### src/verilog/vco_cal_regs_map.svh
`ifndef VCO_CAL_REGS_MAP_SVH
`define VCO_CAL_REGS_MAP_SVH

// Serial frame layout: read flag, 15 address bits, 8 data bits, MSB first
`define FRAME_ADDR_W        15
`define FRAME_INSTR_LAST    5'h0F
`define FRAME_DATA_LAST     5'h07
`define FRAME_RW_BIT        15

// Register window of this bank
`define REG_COUNT           9
`define ADDR_CONV_TRIGGER   15'h0000
`define ADDR_SUPPLY_ALC_A   15'h002F
`define ADDR_STAGE_TIME     15'h0030
`define ADDR_TIMEOUT_LOW    15'h0031
`define ADDR_ADC_CONTROL    15'h0032
`define ADDR_SYNTH_LOCK     15'h0033
`define ADDR_SETTLE_WAIT    15'h0034
`define ADDR_ADC_CLK_DIV    15'h0035
`define ADDR_PUMP_TRIM      15'h0036
`define ADDR_TEST_BAND      15'h0037

// Register indices (address minus window base)
`define IDX_SUPPLY_ALC_A    4'h0
`define IDX_STAGE_TIME      4'h1
`define IDX_TIMEOUT_LOW     4'h2
`define IDX_ADC_CONTROL     4'h3
`define IDX_SYNTH_LOCK      4'h4
`define IDX_SETTLE_WAIT     4'h5
`define IDX_ADC_CLK_DIV     4'h6
`define IDX_PUMP_TRIM       4'h7
`define IDX_TEST_BAND       4'h8
`define IDX_MISS            4'hF

// Reset values
`define RST_SUPPLY_ALC_A    8'h92
`define RST_STAGE_TIME      8'h3F
`define RST_TIMEOUT_LOW     8'hA7
`define RST_ADC_CONTROL     8'h04
`define RST_SYNTH_LOCK      8'h0C
`define RST_SETTLE_WAIT     8'h9E
`define RST_ADC_CLK_DIV     8'h4C
`define RST_PUMP_TRIM       8'h30
`define RST_TEST_BAND       8'h00

// Writable bit masks; clear bits are reserved and read zero
`define MASK_SUPPLY_ALC_A   8'h9F
`define MASK_ADC_CONTROL    8'hBF
`define MASK_SYNTH_LOCK     8'h1F
`define MASK_FULL           8'hFF

// Field positions
`define BIT_REG_SUPPLY      7
`define BIT_RECT_BIAS       4
`define BIT_LOW_RANGE       3
`define BIT_ADC_MUX         7
`define BIT_ADC_CONVERT     3
`define BIT_ADC_ENABLE      2

// ADC clock period = divider * 4 + 2 clock cycles
`define ADC_DIV_ADD         10'h002

`endif

### src/verilog/vco_cal_regs_pkg.sv
`default_nettype none

package vco_cal_regs_pkg;

  // Serial frame sequencer
  typedef enum logic [1:0] {
    FRAME_IDLE  = 2'b00,
    FRAME_INSTR = 2'b01,
    FRAME_DATA  = 2'b10,
    FRAME_DONE  = 2'b11
  } frame_state_t;

  typedef logic [7:0] reg_byte_t;

endpackage

`default_nettype wire

### src/verilog/pin_sync3.sv
`default_nettype none

module pin_sync3 (
  input  wire logic clk,
  input  wire logic rst,
  input  wire logic resetLevel,
  input  wire logic pinIn,
  output logic      pinLevel
);

  logic stage1_r;
  logic stage2_r;
  logic stage3_r;

  // Three flops; the first is read only by the second
  always_ff @(posedge clk)
  begin
    stage1_r <= pinIn;
    stage2_r <= stage1_r;
    stage3_r <= stage2_r;
  end

  // A change is accepted once stages two and three agree, which masks one-cycle glitches.
  // Reset loads the pin's idle level so no false edge or select follows reset.
  always_ff @(posedge clk)
  begin
    if (rst)
      pinLevel <= resetLevel;
    else if (stage2_r == stage3_r)
      pinLevel <= stage3_r;
  end

endmodule

`default_nettype wire

### src/verilog/adc_clk_divider.sv
`default_nettype none

`include "vco_cal_regs_map.svh"

module adc_clk_divider
  import vco_cal_regs_pkg::*;
(
  input  wire logic      clk,
  input  wire logic      rst,
  input  wire reg_byte_t divider,
  output logic           adcClkEn
);

  logic [9:0] period;
  logic [9:0] count_r;

  // Period in phase-detector cycles; the count restarts whenever the period shrinks below it
  assign period = {divider, 2'b00} + `ADC_DIV_ADD;

  always_ff @(posedge clk)
  begin
    if (rst)
    begin
      count_r  <= 10'h000;
      adcClkEn <= 1'b0;
    end
    else if (count_r >= period - 10'h001)
    begin
      count_r  <= 10'h000;
      adcClkEn <= 1'b1;
    end
    else
    begin
      count_r  <= count_r + 10'h001;
      adcClkEn <= 1'b0;
    end
  end

endmodule

`default_nettype wire

### src/verilog/vco_cal_alc_adc_config_regs.sv
// How it works
// - Bit 7 picks regulator supply, reset one.
// - Bit 4 sets core A rectifier bias.
// - Bit 3 picks core A low threshold range.
// - Nominal threshold resets to code 010.
// - Stage divider byte, reset 0x3F.
// - Ten-bit timeout split over two registers.
// - ADC input: temperature or tuning voltage.
// - Write to 0x00 starts conversion if bits 3 and 2 are set.
// - Five-bit synthetic lock wait, reset 0xC.
// - Five-bit settle wait; upper field resets to 0x4.
// - ADC clock is clk over div*4+2.
// - Band select applies only in test mode.
`default_nettype none

`include "vco_cal_regs_map.svh"

module vco_cal_alc_adc_config_regs
  import vco_cal_regs_pkg::*;
(
  input  wire logic  clk,
  input  wire logic  rst,
  // Three-wire serial control port
  input  wire logic  serClk,
  input  wire logic  serSelN,
  input  wire logic  serDataIn,
  output logic       serDataOut,
  output logic       serDataOe,
  // Oscillator test mode from elsewhere in the device
  input  wire logic  testModeEnable,
  // Configuration fields
  output logic       regulatorSupplyChoice,
  output logic       coreARectifierBias,
  output logic       coreALowThresholdRange,
  output logic [2:0] coreANominalThreshold,
  output logic [7:0] calStageDivider,
  output logic [9:0] calTimeout,
  output logic       adcInputSelect,
  output logic       adcEnable,
  output logic       adcQuickConvert,
  output logic       adcRepeatConvert,
  output logic       adcConvertStart,
  output logic       adcClkEn,
  output logic [4:0] synthLockWait,
  output logic [4:0] levelLoopSettleWait,
  output logic [2:0] calMachineTestField,
  output logic [7:0] pumpCurrentTrim,
  output logic       bandOverrideValid,
  output logic [7:0] testBandSelect
);

  // Map an address to a register index, or the miss code
  function automatic logic [3:0] regIndex(input logic [`FRAME_ADDR_W-1:0] addr);
    logic [`FRAME_ADDR_W-1:0] offs;
    offs = addr - `ADDR_SUPPLY_ALC_A;
    if (addr >= `ADDR_SUPPLY_ALC_A && addr <= `ADDR_TEST_BAND)
      regIndex = offs[3:0];
    else
      regIndex = `IDX_MISS;
  endfunction

  // Reset value per register index
  function automatic reg_byte_t resetValue(input logic [3:0] idx);
    unique case (idx)
      `IDX_SUPPLY_ALC_A: resetValue = `RST_SUPPLY_ALC_A;
      `IDX_STAGE_TIME:   resetValue = `RST_STAGE_TIME;
      `IDX_TIMEOUT_LOW:  resetValue = `RST_TIMEOUT_LOW;
      `IDX_ADC_CONTROL:  resetValue = `RST_ADC_CONTROL;
      `IDX_SYNTH_LOCK:   resetValue = `RST_SYNTH_LOCK;
      `IDX_SETTLE_WAIT:  resetValue = `RST_SETTLE_WAIT;
      `IDX_ADC_CLK_DIV:  resetValue = `RST_ADC_CLK_DIV;
      `IDX_PUMP_TRIM:    resetValue = `RST_PUMP_TRIM;
      `IDX_TEST_BAND:    resetValue = `RST_TEST_BAND;
      default:           resetValue = 8'h00;
    endcase
  endfunction

  // Writable bits per register index
  function automatic reg_byte_t writeMask(input logic [3:0] idx);
    unique case (idx)
      `IDX_SUPPLY_ALC_A: writeMask = `MASK_SUPPLY_ALC_A;
      `IDX_ADC_CONTROL:  writeMask = `MASK_ADC_CONTROL;
      `IDX_SYNTH_LOCK:   writeMask = `MASK_SYNTH_LOCK;
      default:           writeMask = `MASK_FULL;
    endcase
  endfunction

  // Pin synchronisers; the port clock must run well below clk/8
  logic sclkLevel;
  logic selNLevel;
  logic sdiLevel;

  pin_sync3 u_syncClk (
    .clk        (clk),
    .rst        (rst),
    .resetLevel (1'b0),
    .pinIn      (serClk),
    .pinLevel   (sclkLevel)
  );

  pin_sync3 u_syncSel (
    .clk        (clk),
    .rst        (rst),
    .resetLevel (1'b1),
    .pinIn      (serSelN),
    .pinLevel   (selNLevel)
  );

  pin_sync3 u_syncData (
    .clk        (clk),
    .rst        (rst),
    .resetLevel (1'b0),
    .pinIn      (serDataIn),
    .pinLevel   (sdiLevel)
  );

  // Rising edge of the filtered port clock, and select held low
  logic sclkPrev_r;
  logic sclkRise;
  logic selActive_r;

  always_ff @(posedge clk)
  begin
    if (rst)
    begin
      sclkPrev_r  <= 1'b0;
      selActive_r <= 1'b0;
    end
    else
    begin
      sclkPrev_r  <= sclkLevel;
      selActive_r <= ~selNLevel;
    end
  end

  assign sclkRise = sclkLevel & ~sclkPrev_r & selActive_r;

  // Frame sequencer
  frame_state_t               state_r;
  frame_state_t               state_nxt;
  logic [4:0]                 bitCnt_r;
  logic [15:0]                instr_r;
  logic [7:0]                 dataShift_r;
  logic [7:0]                 readShift_r;
  logic                       isRead_r;
  logic [`FRAME_ADDR_W-1:0]   addr_r;
  logic                       instrDone;
  logic                       dataDone;
  logic                       writeCommit;

  assign instrDone   = (state_r == FRAME_INSTR) && sclkRise && (bitCnt_r == `FRAME_INSTR_LAST);
  assign dataDone    = (state_r == FRAME_DATA) && sclkRise && (bitCnt_r == `FRAME_DATA_LAST);
  assign writeCommit = dataDone && !isRead_r;

  // Next state; a frame ends whenever select rises, even mid-byte
  always_comb
  begin
    state_nxt = state_r;
    unique case (state_r)
      FRAME_IDLE:  if (selActive_r) state_nxt = FRAME_INSTR;
      FRAME_INSTR: if (instrDone) state_nxt = FRAME_DATA;
      FRAME_DATA:  if (dataDone) state_nxt = FRAME_DONE;
      FRAME_DONE:  state_nxt = FRAME_DONE;
    endcase
    if (!selActive_r)
      state_nxt = FRAME_IDLE;
  end

  always_ff @(posedge clk)
  begin
    if (rst)
      state_r <= FRAME_IDLE;
    else
      state_r <= state_nxt;
  end

  // Bit counter restarts when select drops and when the instruction ends
  always_ff @(posedge clk)
  begin
    if (rst || !selActive_r || instrDone)
      bitCnt_r <= 5'h00;
    else if (sclkRise && (state_r == FRAME_INSTR || state_r == FRAME_DATA))
      bitCnt_r <= bitCnt_r + 5'h01;
  end

  // Instruction shift, MSB first; latch direction and address at its end
  always_ff @(posedge clk)
  begin
    if (rst)
    begin
      instr_r  <= 16'h0000;
      isRead_r <= 1'b0;
      addr_r   <= 15'h0000;
    end
    else if (sclkRise && state_r == FRAME_INSTR)
    begin
      instr_r <= {instr_r[14:0], sdiLevel};
      if (instrDone)
      begin
        isRead_r <= instr_r[`FRAME_RW_BIT-1];
        addr_r   <= {instr_r[13:0], sdiLevel};
      end
    end
  end

  // Write data shift
  always_ff @(posedge clk)
  begin
    if (rst)
      dataShift_r <= 8'h00;
    else if (sclkRise && state_r == FRAME_DATA)
      dataShift_r <= {dataShift_r[6:0], sdiLevel};
  end

  logic [7:0] writeByte;
  logic [3:0] writeIdx;
  assign writeByte = {dataShift_r[6:0], sdiLevel};
  assign writeIdx  = regIndex(addr_r);

  // Register storage; only writable bits take new data, so reserved bits stay zero
  reg_byte_t regs_r [`REG_COUNT];

  genvar gi;
  generate
    for (gi = 0; gi < `REG_COUNT; gi++)
    begin : g_reg
      localparam logic [3:0] IDX = 4'(gi);
      always_ff @(posedge clk)
      begin
        if (rst)
          regs_r[gi] <= resetValue(IDX);
        else if (writeCommit && writeIdx == IDX)
          regs_r[gi] <= (regs_r[gi] & ~writeMask(IDX))
                        | (writeByte & writeMask(IDX));
      end
    end
  endgenerate

  // Read path: value captured as the instruction ends, shifted out after each rising edge
  logic [3:0] readIdx;
  assign readIdx = regIndex({instr_r[13:0], sdiLevel});

  always_ff @(posedge clk)
  begin
    if (rst)
      readShift_r <= 8'h00;
    else if (instrDone)
      readShift_r <= (readIdx == `IDX_MISS) ? 8'h00 : regs_r[readIdx];
    else if (sclkRise && state_r == FRAME_DATA)
      readShift_r <= {readShift_r[6:0], 1'b0};
  end

  assign serDataOut = readShift_r[7];
  assign serDataOe  = (state_r == FRAME_DATA) && isRead_r;

  // Conversion start; ADC control is sampled before this same frame could change it
  always_ff @(posedge clk)
  begin
    if (rst)
      adcConvertStart <= 1'b0;
    else
      adcConvertStart <= writeCommit && (addr_r == `ADDR_CONV_TRIGGER)
                         && regs_r[`IDX_ADC_CONTROL][`BIT_ADC_CONVERT]
                         && regs_r[`IDX_ADC_CONTROL][`BIT_ADC_ENABLE];
  end

  // Field outputs straight from register flops
  assign regulatorSupplyChoice  = regs_r[`IDX_SUPPLY_ALC_A][`BIT_REG_SUPPLY];
  assign coreARectifierBias     = regs_r[`IDX_SUPPLY_ALC_A][`BIT_RECT_BIAS];
  assign coreALowThresholdRange = regs_r[`IDX_SUPPLY_ALC_A][`BIT_LOW_RANGE];
  assign coreANominalThreshold  = regs_r[`IDX_SUPPLY_ALC_A][2:0];
  assign calStageDivider        = regs_r[`IDX_STAGE_TIME];
  assign calTimeout             = {regs_r[`IDX_ADC_CONTROL][1:0],
                                   regs_r[`IDX_TIMEOUT_LOW]};
  assign adcInputSelect         = regs_r[`IDX_ADC_CONTROL][`BIT_ADC_MUX];
  assign adcEnable              = regs_r[`IDX_ADC_CONTROL][`BIT_ADC_ENABLE];
  assign adcQuickConvert        = regs_r[`IDX_ADC_CONTROL][5];
  assign adcRepeatConvert       = regs_r[`IDX_ADC_CONTROL][4];
  assign synthLockWait          = regs_r[`IDX_SYNTH_LOCK][4:0];
  assign levelLoopSettleWait    = regs_r[`IDX_SETTLE_WAIT][4:0];
  assign calMachineTestField    = regs_r[`IDX_SETTLE_WAIT][7:5];
  assign pumpCurrentTrim        = regs_r[`IDX_PUMP_TRIM];

  // Band override is zero outside test mode so the calibrator keeps control
  assign bandOverrideValid = testModeEnable;
  assign testBandSelect    = testModeEnable ? regs_r[`IDX_TEST_BAND] : 8'h00;

  // ADC clock enable passes only while the ADC is enabled; the divider keeps counting regardless
  logic adcDivEn;

  adc_clk_divider u_adcDiv (
    .clk      (clk),
    .rst      (rst),
    .divider  (regs_r[`IDX_ADC_CLK_DIV]),
    .adcClkEn (adcDivEn)
  );

  assign adcClkEn = adcDivEn & adcEnable;

endmodule

`default_nettype wire

### config.mk
export PLATFORM = sky130hd
export DESIGN_NAME = vco_cal_alc_adc_config_regs
export DESIGN_NICKNAME = d
export VERILOG_FILES = /design/src/verilog/vco_cal_regs_pkg.sv /design/src/verilog/pin_sync3.sv /design/src/verilog/adc_clk_divider.sv /design/src/verilog/vco_cal_alc_adc_config_regs.sv
export VERILOG_INCLUDE_DIRS = /design/src /design/src/verilog
export SDC_FILE = /design/constraint.sdc
export NUM_CORES = 1
export LEC_CHECK = 0
export BUFFER_PORTS_ARGS = -buffer_cell sky130_fd_sc_hd__buf_2
export CAP_MARGIN = 5
export CORE_MARGIN = 8
export CORE_UTILIZATION = 45
export CTS_CLUSTER_DIAMETER = 50
export DETAILED_ROUTE_END_ITERATION = 7
export HOLD_SLACK_MARGIN = 0.05
export PLACE_DENSITY = 0.66
export SLEW_MARGIN = 20
export SYNTH_ARGS = -nofsm -noshare
export SYNTH_HDL_FRONTEND = slang
export SYNTH_SLANG_ARGS = --single-unit
### constraint.sdc
create_clock -name clk -period 2.7 [get_ports clk]
set_input_delay 0.135 -clock clk [delete_from_list [all_inputs] [get_ports clk]]
set_output_delay 0.135 -clock clk [all_outputs]
set_load 0.005 [all_outputs]
==> metrics.yaml <==
synthesis:
  synthesis.area_um2: 6720
  synth_top_area_cell: "edfxtp_1"
  ys_warn_count: 0
  synth_edf_count: 66
  async_reset_ff_frac: 0
  synth.top_cell.area_share: 0.295
  netlist_top_cells_area: "edfxtp_1 (29%), dfxtp_1 (24%), nand2_1 (6.9%)"
  yosysSeqAreaShare: 0.530
  synth_cells: 678
  avgSynthCellArea_um2: 9.92
  synth_seq_cells: 145
  synthesis.nets: 704
  synthFlopType: "dfxtp_1"
  netlist-cell-type-count: 57
placed_design:
  dp_hpwl_um: 12500
  placed_cell_area_um2: 7290
  port-buffer-count: 67
  gp_congestion: 0.931
  dp.cells: 910
sta:
  clock.fmax_mhz: 390
  fin_crit_sh: 0.950
  slew_viol_final: 0
  slew_headroom: 0.585
  skew_ns: 0.00765
  setup_viol: 0
  min_period_ns: 2.56
  rsz0062_at_grt: "false"
  tightest_slew_ns: 0.623
  setup_tns_ns: 0
  hold_viol_final: 0
worst_hold_path:
  hold_class: "in2reg"
  hold_depth: 4
  hold_end: "u_syncSel.pinLevel"
  min_from: "rst"
power_and_ir_drop:
  leakage_nw: 2.74
  p_per_area_nw_per_um2: 622
  seqPwrFrac: 0.481
  p_switching_w: 0.00106
  swShare: 0.216
  p_comb_frac: 0.040
  p_int_w: 0.00387
  vdd_ir_drop_max_mv: 0.501
  p_clk_frac: 0.479
setup_path:
  endpoint_kind: "flop"
  r2r-end: "regs_r[4][3]"
  r2r_start: "addr_r[0]"
  path_max_fanout: 8
  path_cells: "ha_1 > buf_4 > or3b_2 > o41ai_2 > nand2_1 > or3_4 > or3_1"
  crit_buf_inv: 1
  max_stage_delay_ns: 0.46
  cp_slowest_cell: "dfxtp_1"
  reg2regPathDepth: 7
  path_delay_family: "simple AND/OR/NAND/NOR gates"
  cp-start-kind: "flop"
  path_class: "reg2reg"
  crit_arrival_ns: 2.72
  required_ns: 2.85
  r2r_setup_slack_ns: 0.14
cells_and_area:
  layout-drive-gt1-share: 0.196
  utilization: 0.543
  syn_to_final_growth_pct: 17.9
  multiInputGateArea_um2: 2910
  final_cell_mix: "nand2_1 (123), dfxtp_1 (79), buf_2 (67), edfxtp_1 (66), a21oi_1 (55)"
  fill_cells: 1251
  stdcell_count: 945
  seqCellArea_um2: 3560
  final_common_cell: "nand2_1"
  postLayoutCellArea_um2: 7930
  diodes: 0
  nNetsFinal: 774
global_routing:
  grt_pass1_wl_um: 27800
  grt_util_all_layers: 0.180
  grt_max_degree: 59
  antenna_found_initial: 0
  grt_pass1_vias: 5137
  gr-total-overflow: 0
floorplanning:
  design.core.area_um2: 14600
  io_pins: 68
  fp.dieH_um: 138
  start_util: 0.461
  num_rows: 44
  die_w_um: 138
  die_area_um2: 19100
clocking:
  cts_buffers: 17
  cts_setup_buffers: 0
  clockBufferDepth: 2
  clock_latency_ns: 0.42
  cts_tree: "yes"
  h-tree-depth: 4
  clk_pin_slew_ns: 0.06
  clockRootBuffer: "clkbuf_16"
  cts.sinks: 145
detailed_routing:
  via_per_inst: 5.56
  vias: 5257
  drt-total-wl_um: 17400
  wl_per_cell_um: 18.4
  drcViolationCount: 0
  ant_nets: 0
  firstDrtPassIters: 5
  drt_iter0_drc: 461
status:
  status: "finished clean"
job:
  drv_cap: 0
sequential cells by signal, summed over array words and instances, names as in the netlist, 2 cells and up:
| name | count |
|---|---|
| bitCnt_r | 5 |
| instr_r | 15 |
| dataShift_r | 7 |
| state_r | 2 |
| readShift_r | 8 |
| addr_r | 15 |
| u_adcDiv.count_r | 10 |
| regs_r | 66 |
power groups by stage:
stage               Combinational [W]  Clock, W  Sequential, W
floorplan                    0.000115         0        0.00240
finish                       0.000196   0.00236        0.00237
global route                 0.000213   0.00248        0.00237
CTS                          0.000197   0.00239        0.00237
detailed placement           0.000193         0        0.00242
global placement             0.000186         0        0.00241
worst max path at each step:
| stage | from | end | slack, ns | depth (start not counted) |
|---|---|---|---|---|
| 5_1_grt | addr_r[0] | regs_r[5][1] | 0.008 | 8 |
| 4_1_cts | addr_r[0] | regs_r[1][3] | 0.09 | 7 |
| 6_report | addr_r[0] | regs_r[4][3] | 0.14 | 7 |
| 2_1_floorplan | addr_r[1] | regs_r[0][4] | 0.19 | 9 |
| 3_5_place_dp | addr_r[0] | regs_r[1][3] | 0.11 | 7 |
| 3_3_place_gp | addr_r[0] | regs_r[1][3] | 0.19 | 7 |
synthesized netlist by cell type (all sizes together) (2+ instances only):
master and count:
nand2 123, dfxtp 79, edfxtp 66, a21oi 55
nor2 45, and2 42, clkbuf 34, nor3 25
ha 20, inv 20, o21ai 20, or3 14
nand3 12, mux4 11, nand2b 10, buf 9
mux2i 8, nand4 7, xor2 7, a211oi 6
o211ai 6, xnor2 6, nor4 5, or2 5
nor4b 4, or4 4, a2111o 3, a2111oi 3
and3 3, nor2b 3, nor3b 3, a31o 2
and3b 2, nand4b 2, o41ai 2
worst min-delay path, stage by stage:
cell	delay, ns
buf_2	0.09
clkinv_1	0.12
buf_4	0.25
o21ai_0	0.09
routing by layer:
layer  global-route usage  wire (um)  up-vias
met4               0.0624        247        0
met2                0.280       8130      201
li1                     -          -     2514
met5                    0          0        -
met1                0.238       7940     2522
met3               0.0479       1100       20
cell type report:
type / count / area share
Timing Repair Buffer: 94 / 0.0688
Inverter: 21 / 0.00995
Tap cell: 184 / 0.0290
Sequential cell: 145 / 0.450
Clock inverter: 13 / 0.0202
Multi-Input combinational cell: 469 / 0.368
Clock buffer: 19 / 0.0546
kinds of logic after synthesis:
| kind of cell | count (synthesis) | synth area share |
|---|---|---|
| compound gates | 105 | 0.0964 |
| xor+xnor | 13 | 0.0169 |
| fa+ha+maj | 20 | 0.0372 |
| buf+inv | 64 | 0.0395 |
| flops | 145 | 0.530 |
| mux | 19 | 0.0488 |
| simple gates | 312 | 0.231 |
metrics by stage:
| step | hold slack (ns) | worst slack (ns) | power (W) |
|---|---|---|---|
| CTS | 0.305 | 0.0879 | 0.00495 |
| floorplan | 0.163 | 0.189 | 0.00252 |
| global route | 0.314 | 0.00805 | 0.00507 |
| finish | 0.315 | 0.135 | 0.00493 |
| global placement | 0.240 | 0.194 | 0.00260 |
| detailed placement | 0.240 | 0.110 | 0.00261 |
what timing repair did:
action	4_1_cts	5_1_grt
hold buffers	3	0
endpoints found under the setup margin	0	22
resized for setup	0	3
hold endpoints to repair	3	0
(Power assumes the default switching activity.)
